[config.mk]
export PLATFORM = sky130hd
export DESIGN_NAME = ppfc_top
export DESIGN_NICKNAME = d
export VERILOG_FILES = /design/src/logic/ppfc_pkg.sv /design/src/logic/ppfc_top.sv
export SDC_FILE = /design/constraint.sdc
export NUM_CORES = 1
export LEC_CHECK = 0
export BUFFER_PORTS_ARGS = -buffer_cell sky130_fd_sc_hd__buf_2
export CAP_MARGIN = 0
export CORE_UTILIZATION = 50
export CTS_BUF_LIST = sky130_fd_sc_hd__clkbuf_4
export DETAILED_ROUTE_END_ITERATION = 12
export GPL_TIMING_DRIVEN = 0
export PLACE_DENSITY = 0.85
export REMOVE_ABC_BUFFERS = 1
export SETUP_SLACK_MARGIN = 0.4
export SYNTH_ARGS = -nofsm -noshare
export SYNTH_HDL_FRONTEND = slang
export SYNTH_SLANG_ARGS = --single-unit
[constraint.sdc]
create_clock -name core_clk -period 2.9 [get_ports core_clk]
set_input_delay 0.29 -clock core_clk [delete_from_list [all_inputs] [get_ports core_clk]]
set_output_delay 0.29 -clock core_clk [all_outputs]
set_load 0.02 [all_outputs]
[src/logic/ppfc_pkg.sv]
`default_nettype none
package ppfc_pkg;

  // Register byte addresses on the control bus
  localparam logic [7:0] ADDR_P6_CFG    = 8'h00;
  localparam logic [7:0] ADDR_P7_CFG    = 8'h04;
  localparam logic [7:0] ADDR_P9_CFG    = 8'h08;
  localparam logic [7:0] ADDR_P11_CFG   = 8'h0C;
  localparam logic [7:0] ADDR_P12_CFG   = 8'h10;
  localparam logic [7:0] ADDR_P14_CFG   = 8'h14;
  localparam logic [7:0] ADDR_P13_LATCH = 8'h18;
  localparam logic [7:0] ADDR_P14_MODE  = 8'h1C;
  localparam logic [7:0] ADDR_PIN_LEVEL = 8'h20;
  localparam logic [7:0] ADDR_EDGE_SEL  = 8'h24;
  localparam logic [7:0] ADDR_BG_EVENT  = 8'h28;
  localparam logic [7:0] ADDR_IRQ_STAT  = 8'h2C;
  localparam logic [7:0] ADDR_IRQ_MASK  = 8'h30;

  // Port configuration word: direction, pull-up select, output latch, control mode
  localparam int CFG_DIR_LSB = 0;
  localparam int CFG_PU_LSB  = 8;
  localparam int CFG_LAT_LSB = 16;
  localparam int CFG_CTL_LSB = 24;

  // Index of each port inside the configuration array
  localparam int IDX_P6  = 0;
  localparam int IDX_P7  = 1;
  localparam int IDX_P9  = 2;
  localparam int IDX_P11 = 3;
  localparam int IDX_P12 = 4;
  localparam int IDX_P14 = 5;
  localparam int NUM_CFG = 6;

  // Implemented bits of each configuration word: {ctl, latch, pull-up, dir}
  localparam logic [NUM_CFG-1:0][31:0] CFG_MASK = {
    32'h3F3F_3F3F, 32'h0101_0101, 32'h0303_0003,
    32'h0001_0101, 32'hFFFF_FFFF, 32'hFFFF_F0FF};
  // After reset every pin is an input in port mode
  localparam logic [NUM_CFG-1:0][31:0] CFG_RST = CFG_MASK & {NUM_CFG{32'h0000_00FF}};

  localparam logic [7:0]  P6_OPEN_DRAIN  = 8'h0F;
  localparam logic [15:0] P14_MODE_MASK  = 16'h1C0C;
  localparam int          P14_OD_LSB     = 8;
  localparam logic [7:0]  BG_EVENT_MASK  = 8'h80;
  localparam int          FLASH_PU_BIT   = 7;
  localparam int          NUM_EXT        = 5;
  localparam int          NUM_IRQ        = 13;
  localparam int          EXT_IRQ_LSB    = 8;
  localparam logic [1:0]  RESP_OKAY      = 2'h0;
  localparam logic [1:0]  RESP_SLVERR    = 2'h2;

  typedef enum logic {WR_IDLE, WR_RESP} ppfc_wr_e;

  // Drive of one port towards its pad cells
  typedef struct packed {
    logic [7:0] out;
    logic [7:0] oe;
    logic [7:0] pull_up;
  } ppfc_pad_s;

  typedef struct packed {
    logic [NUM_CFG-1:0][31:0] cfg;
    logic                     p13_latch;
    logic [15:0]              p14_mode;
    logic [2*NUM_EXT-1:0]     edge_sel;
    logic [7:0]               bg_event;
    logic [NUM_IRQ-1:0]       irq_status;
    logic [NUM_IRQ-1:0]       irq_mask;
    logic [7:0]               key_prev;
    logic [NUM_EXT-1:0]       ext_prev;
    logic [NUM_EXT-1:0]       ext_pulse;
    logic                     rst_done;
    ppfc_wr_e                 wr_state;
    logic                     aw_got;
    logic                     w_got;
    logic [7:0]               aw_addr;
    logic [31:0]              w_data;
    logic [3:0]               w_strb;
    logic [1:0]               bresp;
    logic                     rvalid;
    logic [31:0]              rdata;
    logic [1:0]               rresp;
  } ppfc_state_s;

endpackage : ppfc_pkg
`default_nettype wire

[src/logic/ppfc_top.sv]
// Functional notes
// - Port 6 pins each set input or output
// - Port 6 pull-up only on bits four-seven
// - Port 6 bits zero-three are open-drain only
// - Port 7 direction, pull-up, key and interrupt inputs
// - External interrupts trigger rising, falling or both
// - Port 9 direction and pull-up select
// - Port 11 direction; control mode gives DAC outputs
// - Port 12 bit zero I/O, bits one-four input
// - Port 13 output-only, low during reset
// - Port 14 bits two-three select TTL input
// - Port 14 bits two-four push-pull or open-drain
// - Port 14 direction and pull-up per bit
// - Reset input active low holds device reset
// - Flash mode pin pulled down during reset
// - Self-programming switches flash pin to pull-up
//
// The AXI4-Lite slave port and the placing of the registers were chosen for this implementation.
`default_nettype none
module ppfc_top (
  input  wire logic                core_clk,                  // 125 MHz clock
  input  wire logic                rst_n,                     // Async reset, low active
  input  wire logic [7:0]          s_axi_awaddr,              // Write address
  input  wire logic                s_axi_awvalid,             // Write address valid
  output logic                     s_axi_awready,             // Write address ready
  input  wire logic [31:0]         s_axi_wdata,               // Write data
  input  wire logic [3:0]          s_axi_wstrb,               // Byte strobes
  input  wire logic                s_axi_wvalid,              // Write data valid
  output logic                     s_axi_wready,              // Write data ready
  output logic [1:0]               s_axi_bresp,               // Write response
  output logic                     s_axi_bvalid,              // Write response valid
  input  wire logic                s_axi_bready,              // Write response ready
  input  wire logic [7:0]          s_axi_araddr,              // Read address
  input  wire logic                s_axi_arvalid,             // Read address valid
  output logic                     s_axi_arready,             // Read address ready
  output logic [31:0]              s_axi_rdata,               // Read data
  output logic [1:0]               s_axi_rresp,               // Read response
  output logic                     s_axi_rvalid,              // Read data valid
  input  wire logic                s_axi_rready,              // Read data ready
  input  wire logic [7:0]          p6_in,                     // Port 6 pad levels
  input  wire logic [7:0]          p7_in,                     // Port 7 pad levels
  input  wire logic                p9_in,                     // Port 9 pad level
  input  wire logic [1:0]          p11_in,                    // Port 11 pad levels
  input  wire logic [4:0]          p12_in,                    // Port 12 pad levels
  input  wire logic [5:0]          p14_in,                    // Port 14 pad levels
  input  wire logic [7:0]          p6_alt_out,                // Serial function data
  input  wire logic [7:0]          p6_alt_oe,                 // Serial function enable
  input  wire logic [5:0]          p14_alt_out,               // Timer/serial/buzzer data
  input  wire logic [5:0]          p14_alt_oe,                // Timer/serial/buzzer enable
  input  wire logic                self_prog_active,          // Self-programming entered
  output ppfc_pkg::ppfc_pad_s      p6_pad,                    // Port 6 pad drive
  output ppfc_pkg::ppfc_pad_s      p7_pad,                    // Port 7 pad drive
  output ppfc_pkg::ppfc_pad_s      p9_pad,                    // Port 9 pad drive
  output ppfc_pkg::ppfc_pad_s      p11_pad,                   // Port 11 pad drive
  output ppfc_pkg::ppfc_pad_s      p12_pad,                   // Port 12 pad drive
  output ppfc_pkg::ppfc_pad_s      p14_pad,                   // Port 14 pad drive
  output logic                     port13_output_pin,         // Output-only pin
  output logic [7:0]               key_interrupt_inputs,      // Key levels to key block
  output logic [3:0]               port7_external_irq_inputs, // Edge events, one cycle
  output logic                     port12_external_irq_input, // Edge event, one cycle
  output logic                     dac_output_0,              // Analog switch enable 0
  output logic                     dac_output_1,              // Analog switch enable 1
  output logic [1:0]               port14_ttl_select,         // TTL buffer on bits 3:2
  output logic                     flash_mode_pin_pull_up,    // Flash pin pull-up on
  output logic                     flash_mode_pin_pull_down,  // Flash pin pull-down on
  output logic                     irq                        // Level interrupt
);
  import ppfc_pkg::*;

  ppfc_state_s st_reg;
  ppfc_state_s st_next;
  logic [NUM_EXT-1:0] ext_cur;
  logic [NUM_EXT-1:0] ext_en;
  logic [7:0]         key_evt;
  logic [NUM_EXT-1:0] ext_evt;
  logic [31:0]        pin_level;
  logic               wr_fire;
  logic [31:0]        wr_word;
  logic [NUM_IRQ-1:0] irq_clear;

  // Merge the strobed bytes of a write into the old value
  function automatic logic [31:0] merge_strb(input logic [31:0] old_v,
                                             input logic [31:0] new_v,
                                             input logic [3:0]  strb);
    logic [31:0] res;
    res = old_v;
    for (int b = 0; b < 4; b++) begin
      if (strb[b]) begin
        res[8*b +: 8] = new_v[8*b +: 8];
      end
    end
    return res;
  endfunction : merge_strb

  // Pad drive of a port from its word, alternate function and open-drain set
  function automatic ppfc_pad_s pad_drive(input logic [31:0] cfg,
                                          input logic [7:0]  io_mask,
                                          input logic [7:0]  alt_o,
                                          input logic [7:0]  alt_oe,
                                          input logic [7:0]  od);
    ppfc_pad_s p;
    logic      ctl;
    logic      val;
    logic      en;
    p   = '0;
    ctl = 1'b0;
    val = 1'b0;
    en  = 1'b0;
    for (int i = 0; i < 8; i++) begin
      ctl = cfg[CFG_CTL_LSB+i];
      val = ctl ? alt_o[i] : cfg[CFG_LAT_LSB+i];
      en  = io_mask[i] & (ctl ? alt_oe[i] : ~cfg[CFG_DIR_LSB+i]);
      if (od[i]) begin
        p.out[i] = 1'b0;
        p.oe[i]  = en & ~val;
      end else begin
        p.out[i] = val;
        p.oe[i]  = en;
      end
      // Pull-up only acts on a pin that is an input in port mode
      p.pull_up[i] = cfg[CFG_PU_LSB+i] & cfg[CFG_DIR_LSB+i] & ~ctl;
    end
    return p;
  endfunction : pad_drive

  // External interrupt inputs: index 0 is the port 12 pin, 1-4 port 7 bits 4-7
  assign ext_cur = {p7_in[7:4], p12_in[0]};
  assign ext_en  = {st_reg.cfg[IDX_P7][CFG_CTL_LSB+4 +: 4],
                    st_reg.cfg[IDX_P12][CFG_CTL_LSB]};
  // Key events on a falling edge; keys are wired to ground in usual use
  assign key_evt = st_reg.cfg[IDX_P7][CFG_CTL_LSB +: 8] & st_reg.key_prev & ~p7_in;

  // Edge select: even bit enables rising, odd bit enables falling
  always_comb begin
    for (int i = 0; i < NUM_EXT; i++) begin
      ext_evt[i] = ext_en[i] &
                   ((st_reg.edge_sel[2*i]   & ~st_reg.ext_prev[i] &  ext_cur[i]) |
                    (st_reg.edge_sel[2*i+1] &  st_reg.ext_prev[i] & ~ext_cur[i]));
    end
  end

  assign pin_level = {2'h0, p14_in, p12_in, p11_in, p9_in, p7_in, p6_in};
  assign wr_fire   = (st_reg.wr_state == WR_IDLE) &&
                     (st_reg.aw_got || s_axi_awvalid) && (st_reg.w_got || s_axi_wvalid);
  assign wr_word   = st_reg.w_got ? st_reg.w_data : s_axi_wdata;

  // Write-one-to-clear of interrupt status
  always_comb begin
    irq_clear = '0;
    if (wr_fire && ((st_reg.aw_got ? st_reg.aw_addr : s_axi_awaddr) == ADDR_IRQ_STAT)) begin
      irq_clear = NUM_IRQ'(merge_strb(32'h0, wr_word,
                                      st_reg.w_got ? st_reg.w_strb : s_axi_wstrb));
    end
  end

  // Whole next-state: bus slave, registers, edge history, interrupts
  always_comb begin
    logic [7:0]  a;
    logic [3:0]  s;
    logic [31:0] rd;
    logic        hit;
    st_next = st_reg;
    a       = st_reg.aw_got ? st_reg.aw_addr : s_axi_awaddr;
    s       = st_reg.w_got ? st_reg.w_strb : s_axi_wstrb;
    rd      = '0;
    hit     = 1'b1;
    st_next.rst_done  = 1'b1;
    st_next.key_prev  = p7_in;
    st_next.ext_prev  = ext_cur;
    st_next.ext_pulse = ext_evt;
    // A new event wins over a clear in the same cycle
    st_next.irq_status = (st_reg.irq_status & ~irq_clear) | {ext_evt, key_evt};
    // Address and data are taken in either order and held until both are here
    if (st_reg.wr_state == WR_IDLE) begin
      if (!st_reg.aw_got && s_axi_awvalid) begin
        st_next.aw_got  = 1'b1;
        st_next.aw_addr = s_axi_awaddr;
      end
      if (!st_reg.w_got && s_axi_wvalid) begin
        st_next.w_got  = 1'b1;
        st_next.w_data = s_axi_wdata;
        st_next.w_strb = s_axi_wstrb;
      end
      if (wr_fire) begin
        if (a == ADDR_P6_CFG) begin
          st_next.cfg[IDX_P6] = merge_strb(st_reg.cfg[IDX_P6], wr_word, s)
                                & CFG_MASK[IDX_P6];
        end else if (a == ADDR_P7_CFG) begin
          st_next.cfg[IDX_P7] = merge_strb(st_reg.cfg[IDX_P7], wr_word, s)
                                & CFG_MASK[IDX_P7];
        end else if (a == ADDR_P9_CFG) begin
          st_next.cfg[IDX_P9] = merge_strb(st_reg.cfg[IDX_P9], wr_word, s)
                                & CFG_MASK[IDX_P9];
        end else if (a == ADDR_P11_CFG) begin
          st_next.cfg[IDX_P11] = merge_strb(st_reg.cfg[IDX_P11], wr_word, s)
                                 & CFG_MASK[IDX_P11];
        end else if (a == ADDR_P12_CFG) begin
          st_next.cfg[IDX_P12] = merge_strb(st_reg.cfg[IDX_P12], wr_word, s)
                                 & CFG_MASK[IDX_P12];
        end else if (a == ADDR_P14_CFG) begin
          st_next.cfg[IDX_P14] = merge_strb(st_reg.cfg[IDX_P14], wr_word, s)
                                 & CFG_MASK[IDX_P14];
        end else if (a == ADDR_P13_LATCH) begin
          st_next.p13_latch = s[0] ? wr_word[0] : st_reg.p13_latch;
        end else if (a == ADDR_P14_MODE) begin
          st_next.p14_mode = 16'(merge_strb({16'h0, st_reg.p14_mode}, wr_word, s))
                             & P14_MODE_MASK;
        end else if (a == ADDR_EDGE_SEL) begin
          st_next.edge_sel = 10'(merge_strb({22'h0, st_reg.edge_sel}, wr_word, s));
        end else if (a == ADDR_BG_EVENT) begin
          st_next.bg_event = 8'(merge_strb({24'h0, st_reg.bg_event}, wr_word, s))
                             & BG_EVENT_MASK;
        end else if (a == ADDR_IRQ_MASK) begin
          st_next.irq_mask = NUM_IRQ'(merge_strb({19'h0, st_reg.irq_mask}, wr_word, s));
        end else if (a == ADDR_IRQ_STAT || a == ADDR_PIN_LEVEL) begin
          hit = 1'b1;
        end else begin
          hit = 1'b0;
        end
        st_next.bresp    = hit ? RESP_OKAY : RESP_SLVERR;
        st_next.wr_state = WR_RESP;
        st_next.aw_got   = 1'b0;
        st_next.w_got    = 1'b0;
      end
    end else if (s_axi_bready) begin
      st_next.wr_state = WR_IDLE;
    end
    // Reads answer one cycle after the address is taken
    if (!st_reg.rvalid) begin
      if (s_axi_arvalid) begin
        hit = 1'b1;
        if (s_axi_araddr == ADDR_P6_CFG) begin
          rd = st_reg.cfg[IDX_P6];
        end else if (s_axi_araddr == ADDR_P7_CFG) begin
          rd = st_reg.cfg[IDX_P7];
        end else if (s_axi_araddr == ADDR_P9_CFG) begin
          rd = st_reg.cfg[IDX_P9];
        end else if (s_axi_araddr == ADDR_P11_CFG) begin
          rd = st_reg.cfg[IDX_P11];
        end else if (s_axi_araddr == ADDR_P12_CFG) begin
          rd = st_reg.cfg[IDX_P12];
        end else if (s_axi_araddr == ADDR_P14_CFG) begin
          rd = st_reg.cfg[IDX_P14];
        end else if (s_axi_araddr == ADDR_P13_LATCH) begin
          rd = {31'h0, st_reg.p13_latch};
        end else if (s_axi_araddr == ADDR_P14_MODE) begin
          rd = {16'h0, st_reg.p14_mode};
        end else if (s_axi_araddr == ADDR_PIN_LEVEL) begin
          rd = pin_level;
        end else if (s_axi_araddr == ADDR_EDGE_SEL) begin
          rd = {22'h0, st_reg.edge_sel};
        end else if (s_axi_araddr == ADDR_BG_EVENT) begin
          rd = {24'h0, st_reg.bg_event};
        end else if (s_axi_araddr == ADDR_IRQ_STAT) begin
          rd = {19'h0, st_reg.irq_status};
        end else if (s_axi_araddr == ADDR_IRQ_MASK) begin
          rd = {19'h0, st_reg.irq_mask};
        end else begin
          hit = 1'b0;
        end
        st_next.rvalid = 1'b1;
        st_next.rdata  = rd;
        st_next.rresp  = hit ? RESP_OKAY : RESP_SLVERR;
      end
    end else if (s_axi_rready) begin
      st_next.rvalid = 1'b0;
    end
  end

  // State register; the reset pin holds everything at its reset value
  always_ff @(posedge core_clk or negedge rst_n) begin
    if (!rst_n) begin
      st_reg            <= '0;
      st_reg.cfg        <= CFG_RST;
      st_reg.key_prev   <= 8'hFF;
      st_reg.wr_state   <= WR_IDLE;
    end else begin
      st_reg <= st_next;
    end
  end

  // Bus handshakes
  assign s_axi_awready = (st_reg.wr_state == WR_IDLE) && !st_reg.aw_got;
  assign s_axi_wready  = (st_reg.wr_state == WR_IDLE) && !st_reg.w_got;
  assign s_axi_bvalid  = (st_reg.wr_state == WR_RESP);
  assign s_axi_bresp   = st_reg.bresp;
  assign s_axi_arready = !st_reg.rvalid;
  assign s_axi_rvalid  = st_reg.rvalid;
  assign s_axi_rdata   = st_reg.rdata;
  assign s_axi_rresp   = st_reg.rresp;

  // Pads; port 7, 11 and 12 functions are inputs or analog, so they never drive
  assign p6_pad  = pad_drive(st_reg.cfg[IDX_P6], CFG_MASK[IDX_P6][7:0],
                             p6_alt_out, p6_alt_oe, P6_OPEN_DRAIN);
  assign p7_pad  = pad_drive(st_reg.cfg[IDX_P7], CFG_MASK[IDX_P7][7:0],
                             8'h00, 8'h00, 8'h00);
  assign p9_pad  = pad_drive(st_reg.cfg[IDX_P9], CFG_MASK[IDX_P9][7:0],
                             8'h00, 8'h00, 8'h00);
  assign p11_pad = pad_drive(st_reg.cfg[IDX_P11], CFG_MASK[IDX_P11][7:0],
                             8'h00, 8'h00, 8'h00);
  assign p12_pad = pad_drive(st_reg.cfg[IDX_P12], CFG_MASK[IDX_P12][7:0],
                             8'h00, 8'h00, 8'h00);
  assign p14_pad = pad_drive(st_reg.cfg[IDX_P14], CFG_MASK[IDX_P14][7:0],
                             {2'h0, p14_alt_out}, {2'h0, p14_alt_oe},
                             st_reg.p14_mode[P14_OD_LSB +: 8]);

  assign port13_output_pin         = st_reg.p13_latch;
  assign key_interrupt_inputs      = p7_in & st_reg.cfg[IDX_P7][CFG_CTL_LSB +: 8];
  assign port7_external_irq_inputs = st_reg.ext_pulse[4:1];
  assign port12_external_irq_input = st_reg.ext_pulse[0];
  assign dac_output_0              = st_reg.cfg[IDX_P11][CFG_CTL_LSB];
  assign dac_output_1              = st_reg.cfg[IDX_P11][CFG_CTL_LSB+1];
  assign port14_ttl_select         = st_reg.p14_mode[3:2];
  // Pull-down until reset is over; pull-up by software or self-programming
  assign flash_mode_pin_pull_up    = st_reg.rst_done &
                                     (st_reg.bg_event[FLASH_PU_BIT] | self_prog_active);
  assign flash_mode_pin_pull_down  = ~flash_mode_pin_pull_up;
  assign irq                       = |(st_reg.irq_status & st_reg.irq_mask);
endmodule : ppfc_top
`default_nettype wire

# Word level (Yosys, flattened, before mapping)
# Cells that the tools add are included.
# word_totals
reg_bits,243
input_bits,118
out_inout_bits,206
elab_cells,398
# classes
n_eq_ne,24
n_mux,114
bitwise_logic,161
reduce_logical,54
# op_table
cell,n
30-bit 2-to-1 mux,7
32-bit 2-to-1 mux,3
1-bit 2-to-1 mux,91
"8-bit by 6-bit equality test with 1-bit output, second input constant",10
1-bit NOT,75
1-bit AND,72
13-bit 2-to-1 mux,5
"8-bit by 5-bit equality test with 1-bit output, second input constant",8
9-bit AND reduction,4
35-bit 2-to-1 mux,1
"8-bit by 4-bit equality test with 1-bit output, second input constant",4
8-bit AND reduction,4
14-bit AND reduction,2
13-bit AND,2
8-bit AND,3
12-bit AND reduction,2
11-bit AND reduction,2
7-bit AND reduction,3
5-bit AND reduction,4
6-bit AND reduction,3
"8-bit by 3-bit equality test with 1-bit output, second input constant",2
8-bit logical NOT,2
8-bit 2-to-1 mux,2
4-bit AND reduction,4
other kinds (16),38

# Longest topological paths before layout
# depth
depth_word,19
ltp_mapped,8
ltp_nobuf,5

# Worst setup path before layout
# No wires, ideal clock.
# synth_path
path_kind,reg-to-reg
start,reg st_reg[82] (netlist bit)
end,reg st_reg[137] (netlist bit)
setup_time_ns,0.125
arrival_ns,2.136
t_required_ns,2.775
path_slack_ns,0.639
stages_incl_launch_ff,8
path_buffers,2
synth_period_minus_slack_ns,2.261
path_cell_list,dfrtp_1 > buf_6 > or3_4 > a22oi_4 > nand2_1 > or4_1 > buf_6 > mux2_4
# synth_between
elab_chain_len,4
word_cells_on_any_way,22
cone_classes,eq/ne (8); mux (1); bitwise (8); reduce/logical (5)
# synth_lines
element,line_no,source
from (decl),ppfc_top.sv:70,ppfc_state_s st_reg;
from (signal assigned),ppfc_top.sv:278,st_reg <= st_next;
8-bit 2-to-1 mux or 1-bit logical OR (tied branches),"ppfc_top.sv:163, ppfc_top.sv:144",
8-bit by 5-bit equality test with 1-bit output (tied with other cells),ppfc_top.sv:205,end else if (a == ADDR_P14_MODE) begin
1-bit NOT (no line) or 1-bit logical AND (tied branches),-,
12-bit AND reduction (no line) (*),-,
# Mark *: on every way between the ends. The rest lies on a longest branch, timed or not.
# A chain may end at the register's enable or synchronous reset.

# Worst setup path after layout
# layout_path
start,in s_axi_araddr[4]
end,"reg st_reg, in the netlist s_axi_rdata[12]"
# layout_between
elab_chain_len,14
word_cells_on_any_way,26
cone_classes,eq/ne (12); mux (13); reduce/logical (1)
# layout_lines
element,line_no,source
from (decl),ppfc_top.sv:33,"input wire logic [7:0] s_axi_araddr,"
8-bit by 6-bit equality test with 1-bit output,ppfc_top.sv:256,end else if (s_axi_araddr == ADDR_IRQ_MASK) begin
13-bit 2-to-1 mux,ppfc_top.sv:256,
13-bit 2-to-1 mux,ppfc_top.sv:254,end else if (s_axi_araddr == ADDR_IRQ_STAT) begin
13-bit 2-to-1 mux,ppfc_top.sv:252,end else if (s_axi_araddr == ADDR_BG_EVENT) begin
13-bit 2-to-1 mux,ppfc_top.sv:250,end else if (s_axi_araddr == ADDR_EDGE_SEL) begin
30-bit 2-to-1 mux,ppfc_top.sv:248,end else if (s_axi_araddr == ADDR_PIN_LEVEL) begin
30-bit 2-to-1 mux,ppfc_top.sv:246,end else if (s_axi_araddr == ADDR_P14_MODE) begin
30-bit 2-to-1 mux,ppfc_top.sv:244,end else if (s_axi_araddr == ADDR_P13_LATCH) begin
30-bit 2-to-1 mux,ppfc_top.sv:242,end else if (s_axi_araddr == ADDR_P14_CFG) begin
30-bit 2-to-1 mux,ppfc_top.sv:240,end else if (s_axi_araddr == ADDR_P12_CFG) begin
30-bit 2-to-1 mux,ppfc_top.sv:238,end else if (s_axi_araddr == ADDR_P11_CFG) begin
30-bit 2-to-1 mux,ppfc_top.sv:236,end else if (s_axi_araddr == ADDR_P9_CFG) begin
32-bit 2-to-1 mux,ppfc_top.sv:234,end else if (s_axi_araddr == ADDR_P7_CFG) begin
32-bit 2-to-1 mux (*),ppfc_top.sv:232,if (s_axi_araddr == ADDR_P6_CFG) begin
# Marked as above.

==> impl_metrics.ini <==
[synthesis]
synth_cells = 1183
yosysTopAreaCellShare_pct = 40.2
syn_avg_cell_area_um2 = 10.9
synth-edff-count = 0
yosysSeqAreaShare_pct = 47.2
ys_seq_elements = 241
synthesis.area_mm2 = 0.0129
synth.most_common_cell = dfrtp_1
synthArstFlopShare_pct = 100
synth_common_cells = 207 x dfrtp_1, 146 x mux2_2, 119 x buf_4
ys_warn_count = 0
netlist.top_cell.by_area = dfrtp_1
synthDistinctLibCells = 73
synth_area_leaders = dfrtp_1 40%, mux2_2 13%, buf_4 6.9%
synth_ff_type = dfrtp_1

[clock_network]
clock_latency_ns = 0.69
cts_tree = yes
clkTransAtPathRegs_ns = 0.07
numCtsBuffers = 66
clockBufferDepth = 3
clockRootBuffer = clkbuf_4
htree_levels = 3
clock-sinks = 241

[global_routing]
grt_pass1_vias = 10794
grt_max_degree = 105
antenna_found_initial = 2
grt_pass1_wl_um = 62800
grt_usage_pct = 32.1
grt_overflow = 0

[routing]
finalWirelength_um = 42900
via_per_inst = 5.94
routedWlPerCell_um = 22.7
first_iter_violations = 1195
firstDrtPassIters = 6
via_count = 11197
ant_nets = 0
remaining_drc_errors = 0

[worst_setup_path]
cp-end-kind = flop
crit_path_start_kind = input port
cp_data_arrival_time_ns = 3.20
required_ns = 3.45
path_class = in2reg
path_max_fanout = 24

[layout]
drive_gt1_share_pct = 40.3
area_growth_pct = 23.2
final_area_mm2 = 0.0159
fill_cells = 2006
fin_util_pct = 62.8
largest_reg_flops = 190
fin_cells = 1886
fin_nets = 1618

[sta]
fmax_ghz = 0.377
finalCritPeriodShare_pct = 91.4
setup_slack_ns = 0.250
worst_slew_pin_slew_ns = 1.57
hold_viol = 0
period_needed_ns = 2.65
maxSlewViolCount = 17
hold_slack_ns = 0.0764
fin_tns_setup_ns = 0
clock-skew-final_ns = 0.0395
max_slew_margin_pct = -6.01
rsz0062_at_grt = true
finalSetupViolations = 0

[placement]
place_ws_ns = -0.419
place_area_mm2 = 0.0139
portBuffers = 245
dp_cells = 1675
gp_congestion = 0.923
hpwl_um = 28900

[power]
total_power_mw = 10.9
leakagePower_nw = 7.64
cellPowerDensity_mw_per_mm2 = 686
vdd_ir_drop_max_mv = 0.446

[die]
num_io_pins = 324
num_rows = 58
core_area_mm2 = 0.0253
dieWidth_um = 162
initial_core_util_pct = 51.0
die-area_mm2 = 0.0264
die_y_um = 162

[outcome]
status = finished, violations left
violations = max-capacitance violations, max-slew violations

[min_path]
hold_path.class = in2async

[run]
cap_violations = 2
## area by class of cell
class | instances | area, µm² | share of cell area (%)
Inverter | 19 | 71.3 | 0.449
Clock inverter | 13 | 105 | 0.662
Clock buffer | 104 | 781 | 4.92
Tap cell | 330 | 413 | 2.60
Timing Repair Buffer | 342 | 2310 | 14.6
Antenna cell | 7 | 17.5 | 0.110
Sequential cell | 241 | 6080 | 38.3
Multi-Input combinational cell | 830 | 6090 | 38.4
## what timing repair did
action / 4_1_cts / 5_1_grt
hold buffers: 67 / 0
pin swaps: 10 / 7
gates resized for setup: 22 / 17
endpoints found under the setup margin: 131 / 116
buffers inserted: 10 / 10
hold endpoints to repair: 315 / 0
## critical path, stage by stage
cell     delay, ns
buf_2         0.26
nor4_2        1.20
nand2_1       0.72
or3_1         0.52
o21ai_0       0.10
a21oi_1       0.09
## worst paths after layout
path                                 startpoint                           end  slack [ns]  cells past startpoint
worst max-delay path            s_axi_araddr[4]               s_axi_rdata[12]        0.25                      6
worst min-delay path                      rst_n  port7_external_irq_inputs[1]        0.08                      2
worst max register to register       st_reg[82]                   st_reg[144]        0.36                      6
worst min register to register   s_axi_rresp[1]                s_axi_rresp[1]        0.47                      2
max in group asynchronous                 rst_n                   st_reg[221]        1.96                      3
min in group core_clk                  p6_in[0]                s_axi_rdata[0]        0.10                      5
## cell families (layout without fill, tap and decap cells)
group	after synthesis	count (layout)	share of synthesized area, %
flip-flops	241	241	47.2
buffers and inverters	189	478	9.22
AND/OR/NAND/NOR	328	328	13.0
other	2	86	0.0583
multiplexers	220	220	19.3
AO/OA/AOI/OAI	203	203	11.3
## report_power, final
group          leakage [nW]  switching [mW]  internal [mW]  total (mW)
clock network         0.528            1.50           1.80        3.30
registers              3.06           0.501           3.98        4.48
logic                  4.05            1.79           1.31        3.10
## layer usage
metal  up-vias  GRT usage, %  routed length (µm)
li1       4733             -                   -
met1      5550          40.3               16500
met2       778          51.9               20300
met3       136          8.35                4590
met4         0          14.5                1530
met5         -             0                   0
## layout by cell type, fill, tap and decap left out, drive strengths merged, types with 43 or more instances in the layout
master,instances
a22oi,43
buf,274
clkbuf,105
conb,79
dfrtp,207
dlygate4sd3,67
mux2,206
nand2,110
nor2,94
o21ai,49
Note: power is estimated with default switching activity, not from simulation.
